<file path="config.mk">
export PLATFORM = sky130hd
export DESIGN_NAME = smrd_ctrl
export DESIGN_NICKNAME = d
export VERILOG_FILES = /design/src/verilog/smrd_pkg.sv /design/src/verilog/smrd_ctrl.sv
export VERILOG_INCLUDE_DIRS = /design/src /design/src/verilog
export SDC_FILE = /design/constraint.sdc
export NUM_CORES = 1
export LEC_CHECK = 0
export ABC_AREA = 1
export BUFFER_PORTS_ARGS = -buffer_cell sky130_fd_sc_hd__buf_2
export CAP_MARGIN = 20
export CORE_ASPECT_RATIO = 2
export CORE_MARGIN = 2
export CORE_UTILIZATION = 56
export CTS_CLUSTER_DIAMETER = 100
export DETAILED_ROUTE_END_ITERATION = 7
export PLACE_DENSITY = 0.8
export SYNTH_ARGS = -nofsm -noshare
export SYNTH_HDL_FRONTEND = slang
export SYNTH_SLANG_ARGS = --single-unit
</file>
<file path="constraint.sdc">
create_clock -name clk -period 6.12 [get_ports clk]
set_clock_uncertainty 0.15 [all_clocks]
set_input_delay 0.918 -clock clk [delete_from_list [all_inputs] [get_ports clk]]
set_output_delay 0.918 -clock clk [all_outputs]
set_load 0.02 [all_outputs]
</file>
<file path="src/verilog/smrd_consts.svh">
// constants for the synthesizer input mux, reset sequencer and dividers
`ifndef SMRD_CONSTS_SVH
`define SMRD_CONSTS_SVH
`define SMRD_CLK_MHZ 25
`define SMRD_RST_TIMER_US 20
`define SMRD_RST_TIMER_CYC ((`SMRD_RST_TIMER_US * `SMRD_CLK_MHZ) < 1 ? 1 : (`SMRD_RST_TIMER_US * `SMRD_CLK_MHZ))
`define SMRD_CAL_CYC 64
`define SMRD_MUX_AUTO_A 2'h0
`define SMRD_MUX_AUTO_B 2'h1
`define SMRD_MUX_FORCE_PRI 2'h2
`define SMRD_MUX_PIN 2'h3
`define SMRD_LOSS_CYC 16
`define SMRD_DEF_MUX_CTRL 2'h0
`define SMRD_DEF_REF_DIV 4'h0
`define SMRD_DEF_IN_DIV 14'h0000
`define SMRD_DEF_FB_DIV_A 8'h00
`define SMRD_DEF_FB_DIV_B 10'h000
`define SMRD_DEF_CMOS_FAST 1'h1
`endif

</file>
<file path="src/verilog/smrd_pkg.sv">
// types for the synthesizer control block
package smrd_pkg;
  typedef enum logic [4:0] {
    SMRD_ST_RESET = 5'h01,
    SMRD_ST_STAB = 5'h02,
    SMRD_ST_CAL = 5'h04,
    SMRD_ST_RUN = 5'h08,
    SMRD_ST_SOFT = 5'h10
  } smrd_state_t;
  typedef struct packed {
    logic [1:0] mux_ctrl;
    logic [3:0] ref_div;
    logic [13:0] in_div;
    logic [7:0] fb_div_a;
    logic [9:0] fb_div_b;
    logic cmos_fast;
  } smrd_cfg_t;
endpackage

</file>
<file path="src/verilog/smrd_ctrl.sv">
// synthesizer control: reference mux, reset and calibration sequence, divider counters
// Function
// - field 11: select pin low picks primary, high picks secondary
// - automatic switching prefers primary over secondary
// - normal operation only while power-down and reset pins are high
// - either pin low puts and holds the device in reset
// - leaving pin reset reloads all configuration defaults before calibration
// - software reset keeps registers and calibrates with current contents
// - software reset bit rests low; high then low triggers reset
// - after reset wait for valid supplies and timer before calibrating
// - all outputs held in reset while calibration runs
// - primary reference divider is 4-bit, ratio 1 to 16
// - input divider after mux is 14-bit, ratio 1 to 16384
// - feedback divider is 8-bit then 10-bit cascaded counters
// - first prescaler feeds outputs 0,1,4,5 and feedback; second 2,3,6,7
// - CMOS mode upper outputs drive two in-phase single-ended signals
// - register bit selects fast or reduced CMOS edge rate
// - reference mux suppresses glitches in auto and manual modes
// - mode bit 1 low selects automatically, primary first, ignoring select inputs
`timescale 1ns/1ns
`include "smrd_consts.svh"
module smrd_ctrl #(
  parameter int RST_TIMER_CYC = `SMRD_RST_TIMER_CYC,
  parameter int CAL_CYC = `SMRD_CAL_CYC
) (
  input wire logic clk,
  input wire logic sys_rst,
  input wire logic power_down_pin,
  input wire logic reset_pin,
  input wire logic supplies_valid,
  input wire logic soft_reset_bit,
  input wire logic cfg_wr,
  input wire smrd_pkg::smrd_cfg_t cfg_wdata,
  input wire logic ref_sel_pin,
  input wire logic primary_reference,
  input wire logic secondary_reference,
  input wire logic vco_clk,
  input wire logic [7:0] cmos_mode,
  output smrd_pkg::smrd_cfg_t cfg_q,
  output logic [1:0] state_q,
  output logic outputs_in_reset,
  output logic sel_secondary,
  output logic mux_ref_out,
  output logic pfd_ref_out,
  output logic pfd_fb_out,
  output logic first_prescaler_out,
  output logic [7:0] out_div_src,
  output logic [15:0] out_pins,
  output logic [7:0] slew_fast
);
  // ==========================================================
  // reset and calibration sequencer
  smrd_pkg::smrd_state_t state_ff, nxt_state;
  smrd_pkg::smrd_cfg_t cfg_ff;
  logic soft_ff;
  logic [31:0] cnt_ff;
  wire pins_high = power_down_pin & reset_pin;
  wire soft_fall = soft_ff & ~soft_reset_bit;
  wire timer_done = (cnt_ff >= 32'(RST_TIMER_CYC - 1));
  wire cal_done = (cnt_ff >= 32'(CAL_CYC - 1));
  // next state selection
  always_comb begin
    nxt_state = state_ff;
    case (state_ff)
      smrd_pkg::SMRD_ST_RESET: if (pins_high) nxt_state = smrd_pkg::SMRD_ST_STAB;
      smrd_pkg::SMRD_ST_STAB: if (timer_done && supplies_valid) nxt_state = smrd_pkg::SMRD_ST_CAL;
      smrd_pkg::SMRD_ST_CAL: if (cal_done) nxt_state = smrd_pkg::SMRD_ST_RUN;
      smrd_pkg::SMRD_ST_RUN: if (soft_fall) nxt_state = smrd_pkg::SMRD_ST_SOFT;
      smrd_pkg::SMRD_ST_SOFT: nxt_state = smrd_pkg::SMRD_ST_STAB;
      default: nxt_state = smrd_pkg::SMRD_ST_RESET;
    endcase
    if (!pins_high) nxt_state = smrd_pkg::SMRD_ST_RESET;
  end
  // state, timer and soft bit history
  always_ff @(posedge clk or posedge sys_rst) begin
    if (sys_rst) begin
      state_ff <= smrd_pkg::SMRD_ST_RESET;
      cnt_ff <= 32'h0;
      soft_ff <= 1'h0;
    end else begin
      state_ff <= nxt_state;
      cnt_ff <= (nxt_state != state_ff) ? 32'h0 : cnt_ff + 32'h1;
      soft_ff <= soft_reset_bit;
    end
  end
  // configuration bank: defaults in pin reset, kept across soft reset
  always_ff @(posedge clk or posedge sys_rst) begin
    if (sys_rst) begin
      cfg_ff <= '{`SMRD_DEF_MUX_CTRL, `SMRD_DEF_REF_DIV, `SMRD_DEF_IN_DIV,
                 `SMRD_DEF_FB_DIV_A, `SMRD_DEF_FB_DIV_B, `SMRD_DEF_CMOS_FAST};
    end else if (state_ff == smrd_pkg::SMRD_ST_RESET) begin
      cfg_ff <= '{`SMRD_DEF_MUX_CTRL, `SMRD_DEF_REF_DIV, `SMRD_DEF_IN_DIV,
                 `SMRD_DEF_FB_DIV_A, `SMRD_DEF_FB_DIV_B, `SMRD_DEF_CMOS_FAST};
    end else if (cfg_wr) begin
      cfg_ff <= cfg_wdata;
    end
  end
  assign cfg_q = cfg_ff;
  assign state_q = (state_ff == smrd_pkg::SMRD_ST_RUN) ? 2'h3 :
                   (state_ff == smrd_pkg::SMRD_ST_CAL) ? 2'h2 :
                   (state_ff == smrd_pkg::SMRD_ST_RESET) ? 2'h0 : 2'h1;
  wire out_rst = (state_ff != smrd_pkg::SMRD_ST_RUN);
  assign outputs_in_reset = out_rst;
  // ==========================================================
  // reference divider on the primary input
  logic [3:0] rdiv_ff;
  logic rdiv_tick_ff;
  logic pri_d_ff;
  wire pri_rise = primary_reference & ~pri_d_ff;
  always_ff @(posedge clk or posedge sys_rst) begin
    if (sys_rst) begin
      rdiv_ff <= 4'h0;
      rdiv_tick_ff <= 1'h0;
      pri_d_ff <= 1'h0;
    end else begin
      pri_d_ff <= primary_reference;
      rdiv_tick_ff <= 1'h0;
      if (pri_rise) begin
        rdiv_ff <= (rdiv_ff >= cfg_ff.ref_div) ? 4'h0 : rdiv_ff + 4'h1;
        rdiv_tick_ff <= (rdiv_ff >= cfg_ff.ref_div);
      end
    end
  end
  // ==========================================================
  // smart mux: activity watch, selection and glitch-free switch
  logic sec_d_ff;
  logic [4:0] pri_idle_ff;
  logic sel_ff;
  logic mux_out_ff;
  wire sec_rise = secondary_reference & ~sec_d_ff;
  wire pri_alive = (pri_idle_ff < 5'(`SMRD_LOSS_CYC));
  wire manual = cfg_ff.mux_ctrl[1];
  wire want_sec = !manual ? !pri_alive :
                  (cfg_ff.mux_ctrl == `SMRD_MUX_PIN) ? ref_sel_pin : 1'b0;
  wire div_pri = (cfg_ff.ref_div == 4'h0) ? primary_reference : rdiv_tick_ff;
  wire both_low = ~div_pri & ~secondary_reference;
  always_ff @(posedge clk or posedge sys_rst) begin
    if (sys_rst) begin
      sec_d_ff <= 1'h0;
      pri_idle_ff <= 5'h0;
      sel_ff <= 1'h0;
      mux_out_ff <= 1'h0;
    end else begin
      sec_d_ff <= secondary_reference;
      pri_idle_ff <= pri_rise ? 5'h0 : (pri_alive ? pri_idle_ff + 5'h1 : pri_idle_ff);
      if (both_low) sel_ff <= want_sec;
      mux_out_ff <= sel_ff ? secondary_reference : div_pri;
    end
  end
  assign sel_secondary = sel_ff;
  assign mux_ref_out = mux_out_ff;
  // ==========================================================
  // input divider after the mux feeding the phase detector
  logic [13:0] mdiv_ff;
  logic mux_d_ff;
  logic pfd_ref_ff;
  wire mux_rise = mux_out_ff & ~mux_d_ff;
  always_ff @(posedge clk or posedge sys_rst) begin
    if (sys_rst) begin
      mdiv_ff <= 14'h0;
      mux_d_ff <= 1'h0;
      pfd_ref_ff <= 1'h0;
    end else begin
      mux_d_ff <= mux_out_ff;
      pfd_ref_ff <= 1'h0;
      if (mux_rise) begin
        mdiv_ff <= (mdiv_ff >= cfg_ff.in_div) ? 14'h0 : mdiv_ff + 14'h1;
        pfd_ref_ff <= (mdiv_ff >= cfg_ff.in_div);
      end
    end
  end
  assign pfd_ref_out = pfd_ref_ff;
  // ==========================================================
  // feedback divider: first prescaler edge, 8-bit then 10-bit stage
  logic vco_d_ff;
  logic [7:0] fba_ff;
  logic [9:0] fbb_ff;
  logic pfd_fb_ff;
  logic psa_ff;
  wire vco_rise = vco_clk & ~vco_d_ff;
  wire fba_wrap = (fba_ff >= cfg_ff.fb_div_a);
  always_ff @(posedge clk or posedge sys_rst) begin
    if (sys_rst) begin
      vco_d_ff <= 1'h0;
      fba_ff <= 8'h0;
      fbb_ff <= 10'h0;
      pfd_fb_ff <= 1'h0;
      psa_ff <= 1'h0;
    end else begin
      vco_d_ff <= vco_clk;
      psa_ff <= vco_rise;
      pfd_fb_ff <= 1'h0;
      if (vco_rise) begin
        fba_ff <= fba_wrap ? 8'h0 : fba_ff + 8'h1;
        if (fba_wrap) begin
          fbb_ff <= (fbb_ff >= cfg_ff.fb_div_b) ? 10'h0 : fbb_ff + 10'h1;
          pfd_fb_ff <= (fbb_ff >= cfg_ff.fb_div_b);
        end
      end
    end
  end
  assign pfd_fb_out = pfd_fb_ff;
  assign first_prescaler_out = psa_ff;
  // ==========================================================
  // output routing, CMOS pairs and edge rate
  logic [15:0] pins_ff;
  genvar g;
  generate
    for (g = 0; g < 8; g++) begin : g_out
      localparam bit USE_A = (g % 4) < 2;
      assign out_div_src[g] = USE_A ? 1'b0 : 1'b1;
      wire lvl = USE_A ? psa_ff : vco_d_ff;
      always_ff @(posedge clk or posedge sys_rst) begin
        if (sys_rst) begin
          pins_ff[2*g+1:2*g] <= 2'h0;
        end else if (out_rst) begin
          pins_ff[2*g+1:2*g] <= 2'h0;
        end else if (g >= 4 && cmos_mode[g]) begin
          pins_ff[2*g+1:2*g] <= {lvl, lvl};
        end else begin
          pins_ff[2*g+1:2*g] <= {~lvl, lvl};
        end
      end
      assign slew_fast[g] = cfg_ff.cmos_fast & cmos_mode[g] & (g >= 4);
    end
  endgenerate
  assign out_pins = pins_ff;
endmodule // smrd_ctrl

</file>
==> flow_summary.json, run 1 <==
{
  "detail_route.first_pass.iterations": 6,
  "hold_path_end": "mux_d_ff$_DFF_PP0_",
  "place.gp.congestion": 0.949,
  "worstHoldStart": "mux_ref_out$_DFF_PP0_",
  "power.net_switching_uw": 810,
  "place.port_buffers": 120,
  "grt_pass1_vias": 6298,
  "wl_um": 17700,
  "status": "completed",
  "synth_edf_count": 0,
  "report.final.hold_viol_count": 0,
  "grt_pass1_wl_um": 29100,
  "place_hpwl_um": 12900,
  "cellPowerDensity_mw_per_mm2": 305,
  "combPwrFrac": 0.186,
  "setup_violations": 0,
  "worstReg2RegEnd": "cnt_ff[23]$_DFF_PP0_",
  "r2r-start": "state_ff[1]$_DFF_PP0_",
  "swShare": 0.306,
  "num_rows": 59,
  "synth_ff_type": "dfrtp_1",
  "start_util": 0.570,
  "post_cts_resize_count": 0,
  "layout.nets": 1094,
  "fin_crit_sh": 0.525,
  "synth_area_leaders": "dfrtp_1 45%, ha_1 7.1%, inv_1 6.2%, nand2_1 5.7%, nor2_1 5.1%",
  "ff2ff_path_depth": 11,
  "grt_max_degree": 73,
  "maxCapViolCount": 0,
  "cts.clk_slew.worst_paths_ps": 60,
  "vias": 6290,
  "drtIter0Drc": 278,
  "slew_viol_final": 0,
  "n_fill_cell": 1084,
  "p_leak_uw": 0.00428,
  "clock_sinks": 135,
  "cts-root-buf": "clkbuf_16",
  "fin_setup_tns_ps": 0,
  "cts_hold_buf": 0,
  "power_frac_clock": 0.423,
  "syn_area_sq_mm": 0.00741,
  "critical_path.max_fanout": 32,
  "ys_types": 41,
  "grt_setup_unrepaired": "false",
  "worst-setup-path-type": "reg -> reg",
  "h-tree-depth": 4,
  "max_freq_ghz": 0.311,
  "postCtsSetupBuffers": 0,
  "synth_cells": 881,
  "vias_per_cell": 5.42,
  "clock_latency_ps": 430,
  "grt_antenna_before_repair": 2,
  "pwr-share-seq": 0.390,
  "synth_top_area_share": 0.449,
  "cp-end-kind": "register",
  "ys_ff_latch": 135,
  "cts_inserted_buffers": 17,
  "pin_count": 137,
  "cp.arrival_ps": 3390,
  "grt_util_all_layers": 0.259,
  "core_region_area_sq_mm": 0.0130,
  "start_kind": "register",
  "final_common_cell": "dfrtp_1",
  "avgRoutedWirePerCell_um": 15.3,
  "dieArea_sq_mm": 0.0142,
  "multi_input_area_sq_mm": 0.00333,
  "yosys_warnings": 0,
  "die_h_um": 167,
  "total_power_uw": 2640,
  "syn_area_per_cell_sq_um": 8.41,
  "r2r_setup_slack_ps": 2910,
  "hold_path_class": "reg -> reg",
  "yosysSeqAreaShare": 0.456,
  "period_minus_slack_ps": 3210,
  "intPower_uw": 1830,
  "drc": 0,
  "synth-async-reset-ratio": 1.00,
  "mostFrequentLayoutCells": "133 x dfrtp_1, 122 x inv_1, 120 x buf_2",
  "vdd_drop_max_v": 0.000308,
  "tightest_slew_ps": 1010,
  "regArea_sq_mm": 0.00338,
  "hold_depth": 0,
  "cts_max_path_buffers": 2,
  "yosysTopAreaCell": "dfrtp_1",
  "postRouteAntennaNets": 0,
  "areaGrowthSynthToFinish_pct": 16.9,
  "crit_required_ps": 6290,
  "die_w_um": 85.3,
  "gr-total-overflow": 0,
  "cts_tree": "done",
  "max-slew-margin-rel": 0.327,
  "drive_above_1_share": 0.206
}
==> cells in the mapped netlist (2+ instances only) <==
library cell,number
o211ai_1,3
xnor2_1,12
o21ai_2,2
dfstp_2,2
o31ai_1,2
buf_6,5
clkbuf_1,12
nand2_1,112
nor3_1,24
xor2_1,33
inv_1,123
a21oi_1,28
nor3b_1,4
nor4_1,4
o21ai_0,62
nand4_1,24
nor2_1,101
o21a_1,2
nand3_2,3
nand3_1,71
conb_1,2
or2_2,2
nor2_2,35
inv_2,3
buf_4,20
dfrtp_1,133
o21ai_1,2
ha_1,42
==> layout make-up <==
type	instances	share of cell area
diodes	2	0.000578
clock buffers	18	0.0507
clock inverters	14	0.0243
inverters	126	0.0552
multi-input cells	591	0.385
flip-flops and latches	135	0.390
well taps	152	0.0220
repair buffers	123	0.0720
==> worst max path at each step <==
| stage | startpoint | end | slack [ps] | cells after the start |
|---|---|---|---|---|
| floorplan | sys_rst | cfg_q[10]$_DFFE_PP0P_ | 1440 | 1 |
| global placement | state_ff[1]$_DFF_PP0_ | cnt_ff[0]$_DFF_PP0_ | 3120 | 11 |
| detailed placement | state_ff[1]$_DFF_PP0_ | cnt_ff[0]$_DFF_PP0_ | 3060 | 11 |
| CTS | state_ff[1]$_DFF_PP0_ | cnt_ff[0]$_DFF_PP0_ | 2960 | 11 |
| global route | state_ff[1]$_DFF_PP0_ | cnt_ff[0]$_DFF_PP0_ | 2760 | 11 |
| finish | state_ff[1]$_DFF_PP0_ | cnt_ff[23]$_DFF_PP0_ | 2910 | 11 |
==> cell families after synthesis <==
| group | share of synthesized area |
|---|---|
| other | 0.00101 |
| adder cells (fa/ha/maj) | 0.0709 |
| buffers and inverters | 0.0990 |
| AO/OA/AOI/OAI | 0.0760 |
| flip-flops | 0.456 |
| XOR/XNOR | 0.0532 |
| AND/OR/NAND/NOR | 0.244 |
==> sequential cells by signal (all words and copies together) (netlist names), 4 cells and up <==
register	flops
out_pins	8
pri_idle_ff	5
fba_ff	8
state_ff	5
rdiv_ff	4
cfg_q	39
mdiv_ff	14
cnt_ff	32
fbb_ff	10
==> critical path, cell delays in order, from the launching register on <==
cell and delay [ps]:
dfrtp_1 450, nor2_2 180, nand4_2 390, o21ai_2 230
nor2_1 70, nor2_1 170, nand2_1 110, nand2_1 70
nand2_1 70, nor2_2 110, nand3_2 760, nor2_2 340
==> through the flow <==
stage,worst slack (ps),util,cells,area [sq um],hold WS [ps]
floorplan,1440,-,891,7450,304
global placement,3120,0.616,1127,8000,228
detailed placement,3060,0.616,1127,8000,240
CTS,2960,0.666,1159,8650,250
global route,2760,0.666,1161,8660,267
finish,2910,0.666,1161,8660,243
==> metal layers <==
layer / wire [um] / part of all wire / up-vias / GRT usage
met5: 13 / 0.00073 / - / 0
met4: 724 / 0.041 / 2 / 0.125
met3: 948 / 0.053 / 58 / 0.0545
met2: 9540 / 0.54 / 211 / 0.465
met1: 6520 / 0.37 / 2975 / 0.284
li1: - / - / 3044 / -
==> power groups by stage <==
stage                     clock network (uW)  registers [uW]  logic, uW
after global routing                    1170            1040        569
after CTS                               1130            1030        496
final                                   1120            1030        493
after global placement                     0            1040        475
after detailed placement                   0            1040        491
after floorplan                            0            1060        338
(Power assumes the default switching activity.)
==> run 2, diff against run 1 <==
Clock period 6.12 ns to 3.1 ns, I/O delays scaled along.
==> flow_summary.json, run 2 (same netlist as run 1, synthesis figures left out) <==
{
  "cellPowerDensity_mw_per_mm2": 583,
  "start_util": 0.570,
  "crit_slowest_cell": "a31oi_1",
  "power.net_switching_uw": 1600,
  "cts-root-buf": "clkbuf_16",
  "grt_setup_unrepaired": "false",
  "power_frac_clock": 0.402,
  "areaGrowthSynthToFinish_pct": 17.0,
  "grt_max_degree": 69,
  "drtIter0Drc": 312,
  "fin_crit_sh": 0.823,
  "hold_path_class": "in -> reg",
  "dr_wl_met3_um": 953,
  "start_kind": "register",
  "worst_slack_ps": 548,
  "maxCapViolCount": 0,
  "report.final.hold_viol_count": 0,
  "grt_pass1_vias": 6445,
  "dp_cells": 1132,
  "cts_tree": "done",
  "drc": 0,
  "diodes": 0,
  "grt_util_all_layers": 0.257,
  "period_minus_slack_ps": 2550,
  "layout.nets": 1100,
  "max_freq_ghz": 0.392,
  "routed.top_layer": "met5",
  "critical_path.max_fanout": 5,
  "die_w_um": 85.3,
  "setup_violations": 0,
  "mostFrequentLayoutCells": "133 x dfrtp_1, 122 x inv_1, 120 x buf_2",
  "grt_pass1_wl_um": 28900,
  "wl_met1_um": 6430,
  "r2r_setup_slack_ps": 550,
  "vdd_drop_max_v": 0.000442,
  "cp_top_family": "compound AO/OA/AOI/OAI gates",
  "critPathMaxStageDelay_ps": 460,
  "wl_um": 17700,
  "largest_reg_flops": 39,
  "p_leak_uw": 0.00428,
  "clock_latency_ps": 420,
  "multi_input_area_sq_mm": 0.00333,
  "combPwrFrac": 0.196,
  "n_fill_cell": 1113,
  "grt_antenna_before_repair": 1,
  "vias": 6317,
  "avgRoutedWirePerCell_um": 15.2,
  "cts.clk_slew.worst_paths_ps": 60,
  "cp-end-kind": "register",
  "h-tree-depth": 4,
  "total_power_uw": 5050,
  "place_hpwl_um": 13300,
  "cp.arrival_ps": 2740,
  "regArea_sq_mm": 0.00338,
  "place.port_buffers": 120,
  "max-slew-margin-rel": 0.544,
  "pin_count": 137,
  "gr-total-overflow": 0,
  "crit_buf_inv": 2,
  "wl_met2_um": 9630,
  "vias_per_cell": 5.42,
  "tightest_slew_ps": 684,
  "clock_sinks": 135,
  "instances_no_fill": 1165,
  "core_region_area_sq_mm": 0.0130,
  "slew_viol_final": 0,
  "swShare": 0.316,
  "worst-setup-path-type": "reg -> reg",
  "final_common_cell": "dfrtp_1",
  "drive_above_1_share": 0.208,
  "status": "completed",
  "pwr-share-seq": 0.402,
  "cts_inserted_buffers": 17,
  "fin_setup_tns_ps": 0,
  "intPower_uw": 3450,
  "cts_max_path_buffers": 2,
  "place_worst_setup_slack_ps": 554,
  "final_util": 0.667,
  "postRouteAntennaNets": 0,
  "post_cts_resize_count": 0,
  "place.gp.congestion": 0.891,
  "path_cells": "inv_1 -> ha_1 -> nand2_1 -> nor2_1 -> o211ai_1 -> nand3_1 -> a31oi_1 -> nor2_1 -> inv_1 -> o21ai_0 -> a21oi_1",
  "dieArea_sq_mm": 0.0142,
  "die_h_um": 167,
  "num_rows": 59,
  "crit_required_ps": 3280,
  "detail_route.first_pass.iterations": 7
}
[run 2: final cells by class]
cell class	instances	area share
tap	152	0.0219
inverter	126	0.0550
timing repair buffer	129	0.0803
clock inverter	14	0.0189
sequential	135	0.390
clock buffer	18	0.0495
multi-input combinational	591	0.384
[run 2: path summary, 6_finish.rpt]
path	from	to	cells past startpoint
min in group asynchronous	sys_rst	pfd_ref_out$_DFF_PP0_	3
max in group asynchronous	sys_rst	state_ff[0]$_DFF_PP1_	4
setup / recovery	cfg_q[10]$_DFFE_PP0P_	fbb_ff[9]$_DFFE_PP0P_	11
setup reg to reg	cfg_q[10]$_DFFE_PP0P_	fbb_ff[9]$_DFFE_PP0P_	11
hold reg to reg	mux_ref_out$_DFF_PP0_	mux_d_ff$_DFF_PP0_	0
hold / removal	primary_reference	pri_d_ff$_DFF_PP0_	1
[run 2: per-stage QoR]
| stage | hold WS (ps) | area [sq um] |
|---|---|---|
| 3_5_place_dp | 254 | 8070 |
| 5_1_grt | 6.19 | 8670 |
| 6_report | 16.5 | 8670 |
| 2_1_floorplan | 304 | 7450 |
| 3_3_place_gp | 254 | 8070 |
| 4_1_cts | 5.95 | 8670 |
[run 2: worst reg2reg max path: stages (launching register included)]
cell	delay, ps
dfrtp_1	350
inv_1	70
ha_1	310
nand2_1	160
nor2_1	90
o211ai_1	110
nand3_1	90
a31oi_1	460
nor2_1	180
inv_1	220
o21ai_0	140
a21oi_1	140
[run 2: power groups by stage]
| stage | combinational (uW) | sequential, uW | clock [uW] |
|---|---|---|---|
| after floorplan | 667 | 2080 | 0 |
| after global placement | 951 | 2050 | 0 |
| after detailed placement | 991 | 2060 | 0 |
| after CTS | 998 | 2030 | 2050 |
| after global routing | 1130 | 2050 | 2120 |
| final | 990 | 2030 | 2030 |
[run 2: timing repair]
item                                   CTS  global route
endpoints found under the hold margin   16             0
hold buffers                             1             0
setup buffers                            0             0
[run 2: metal layers]
metal  track usage  vias to the layer above
li1              -                     3061
met1         0.272                     2985
met2         0.466                      213
met3        0.0575                       56
met4         0.129                        2
met5             0                        -
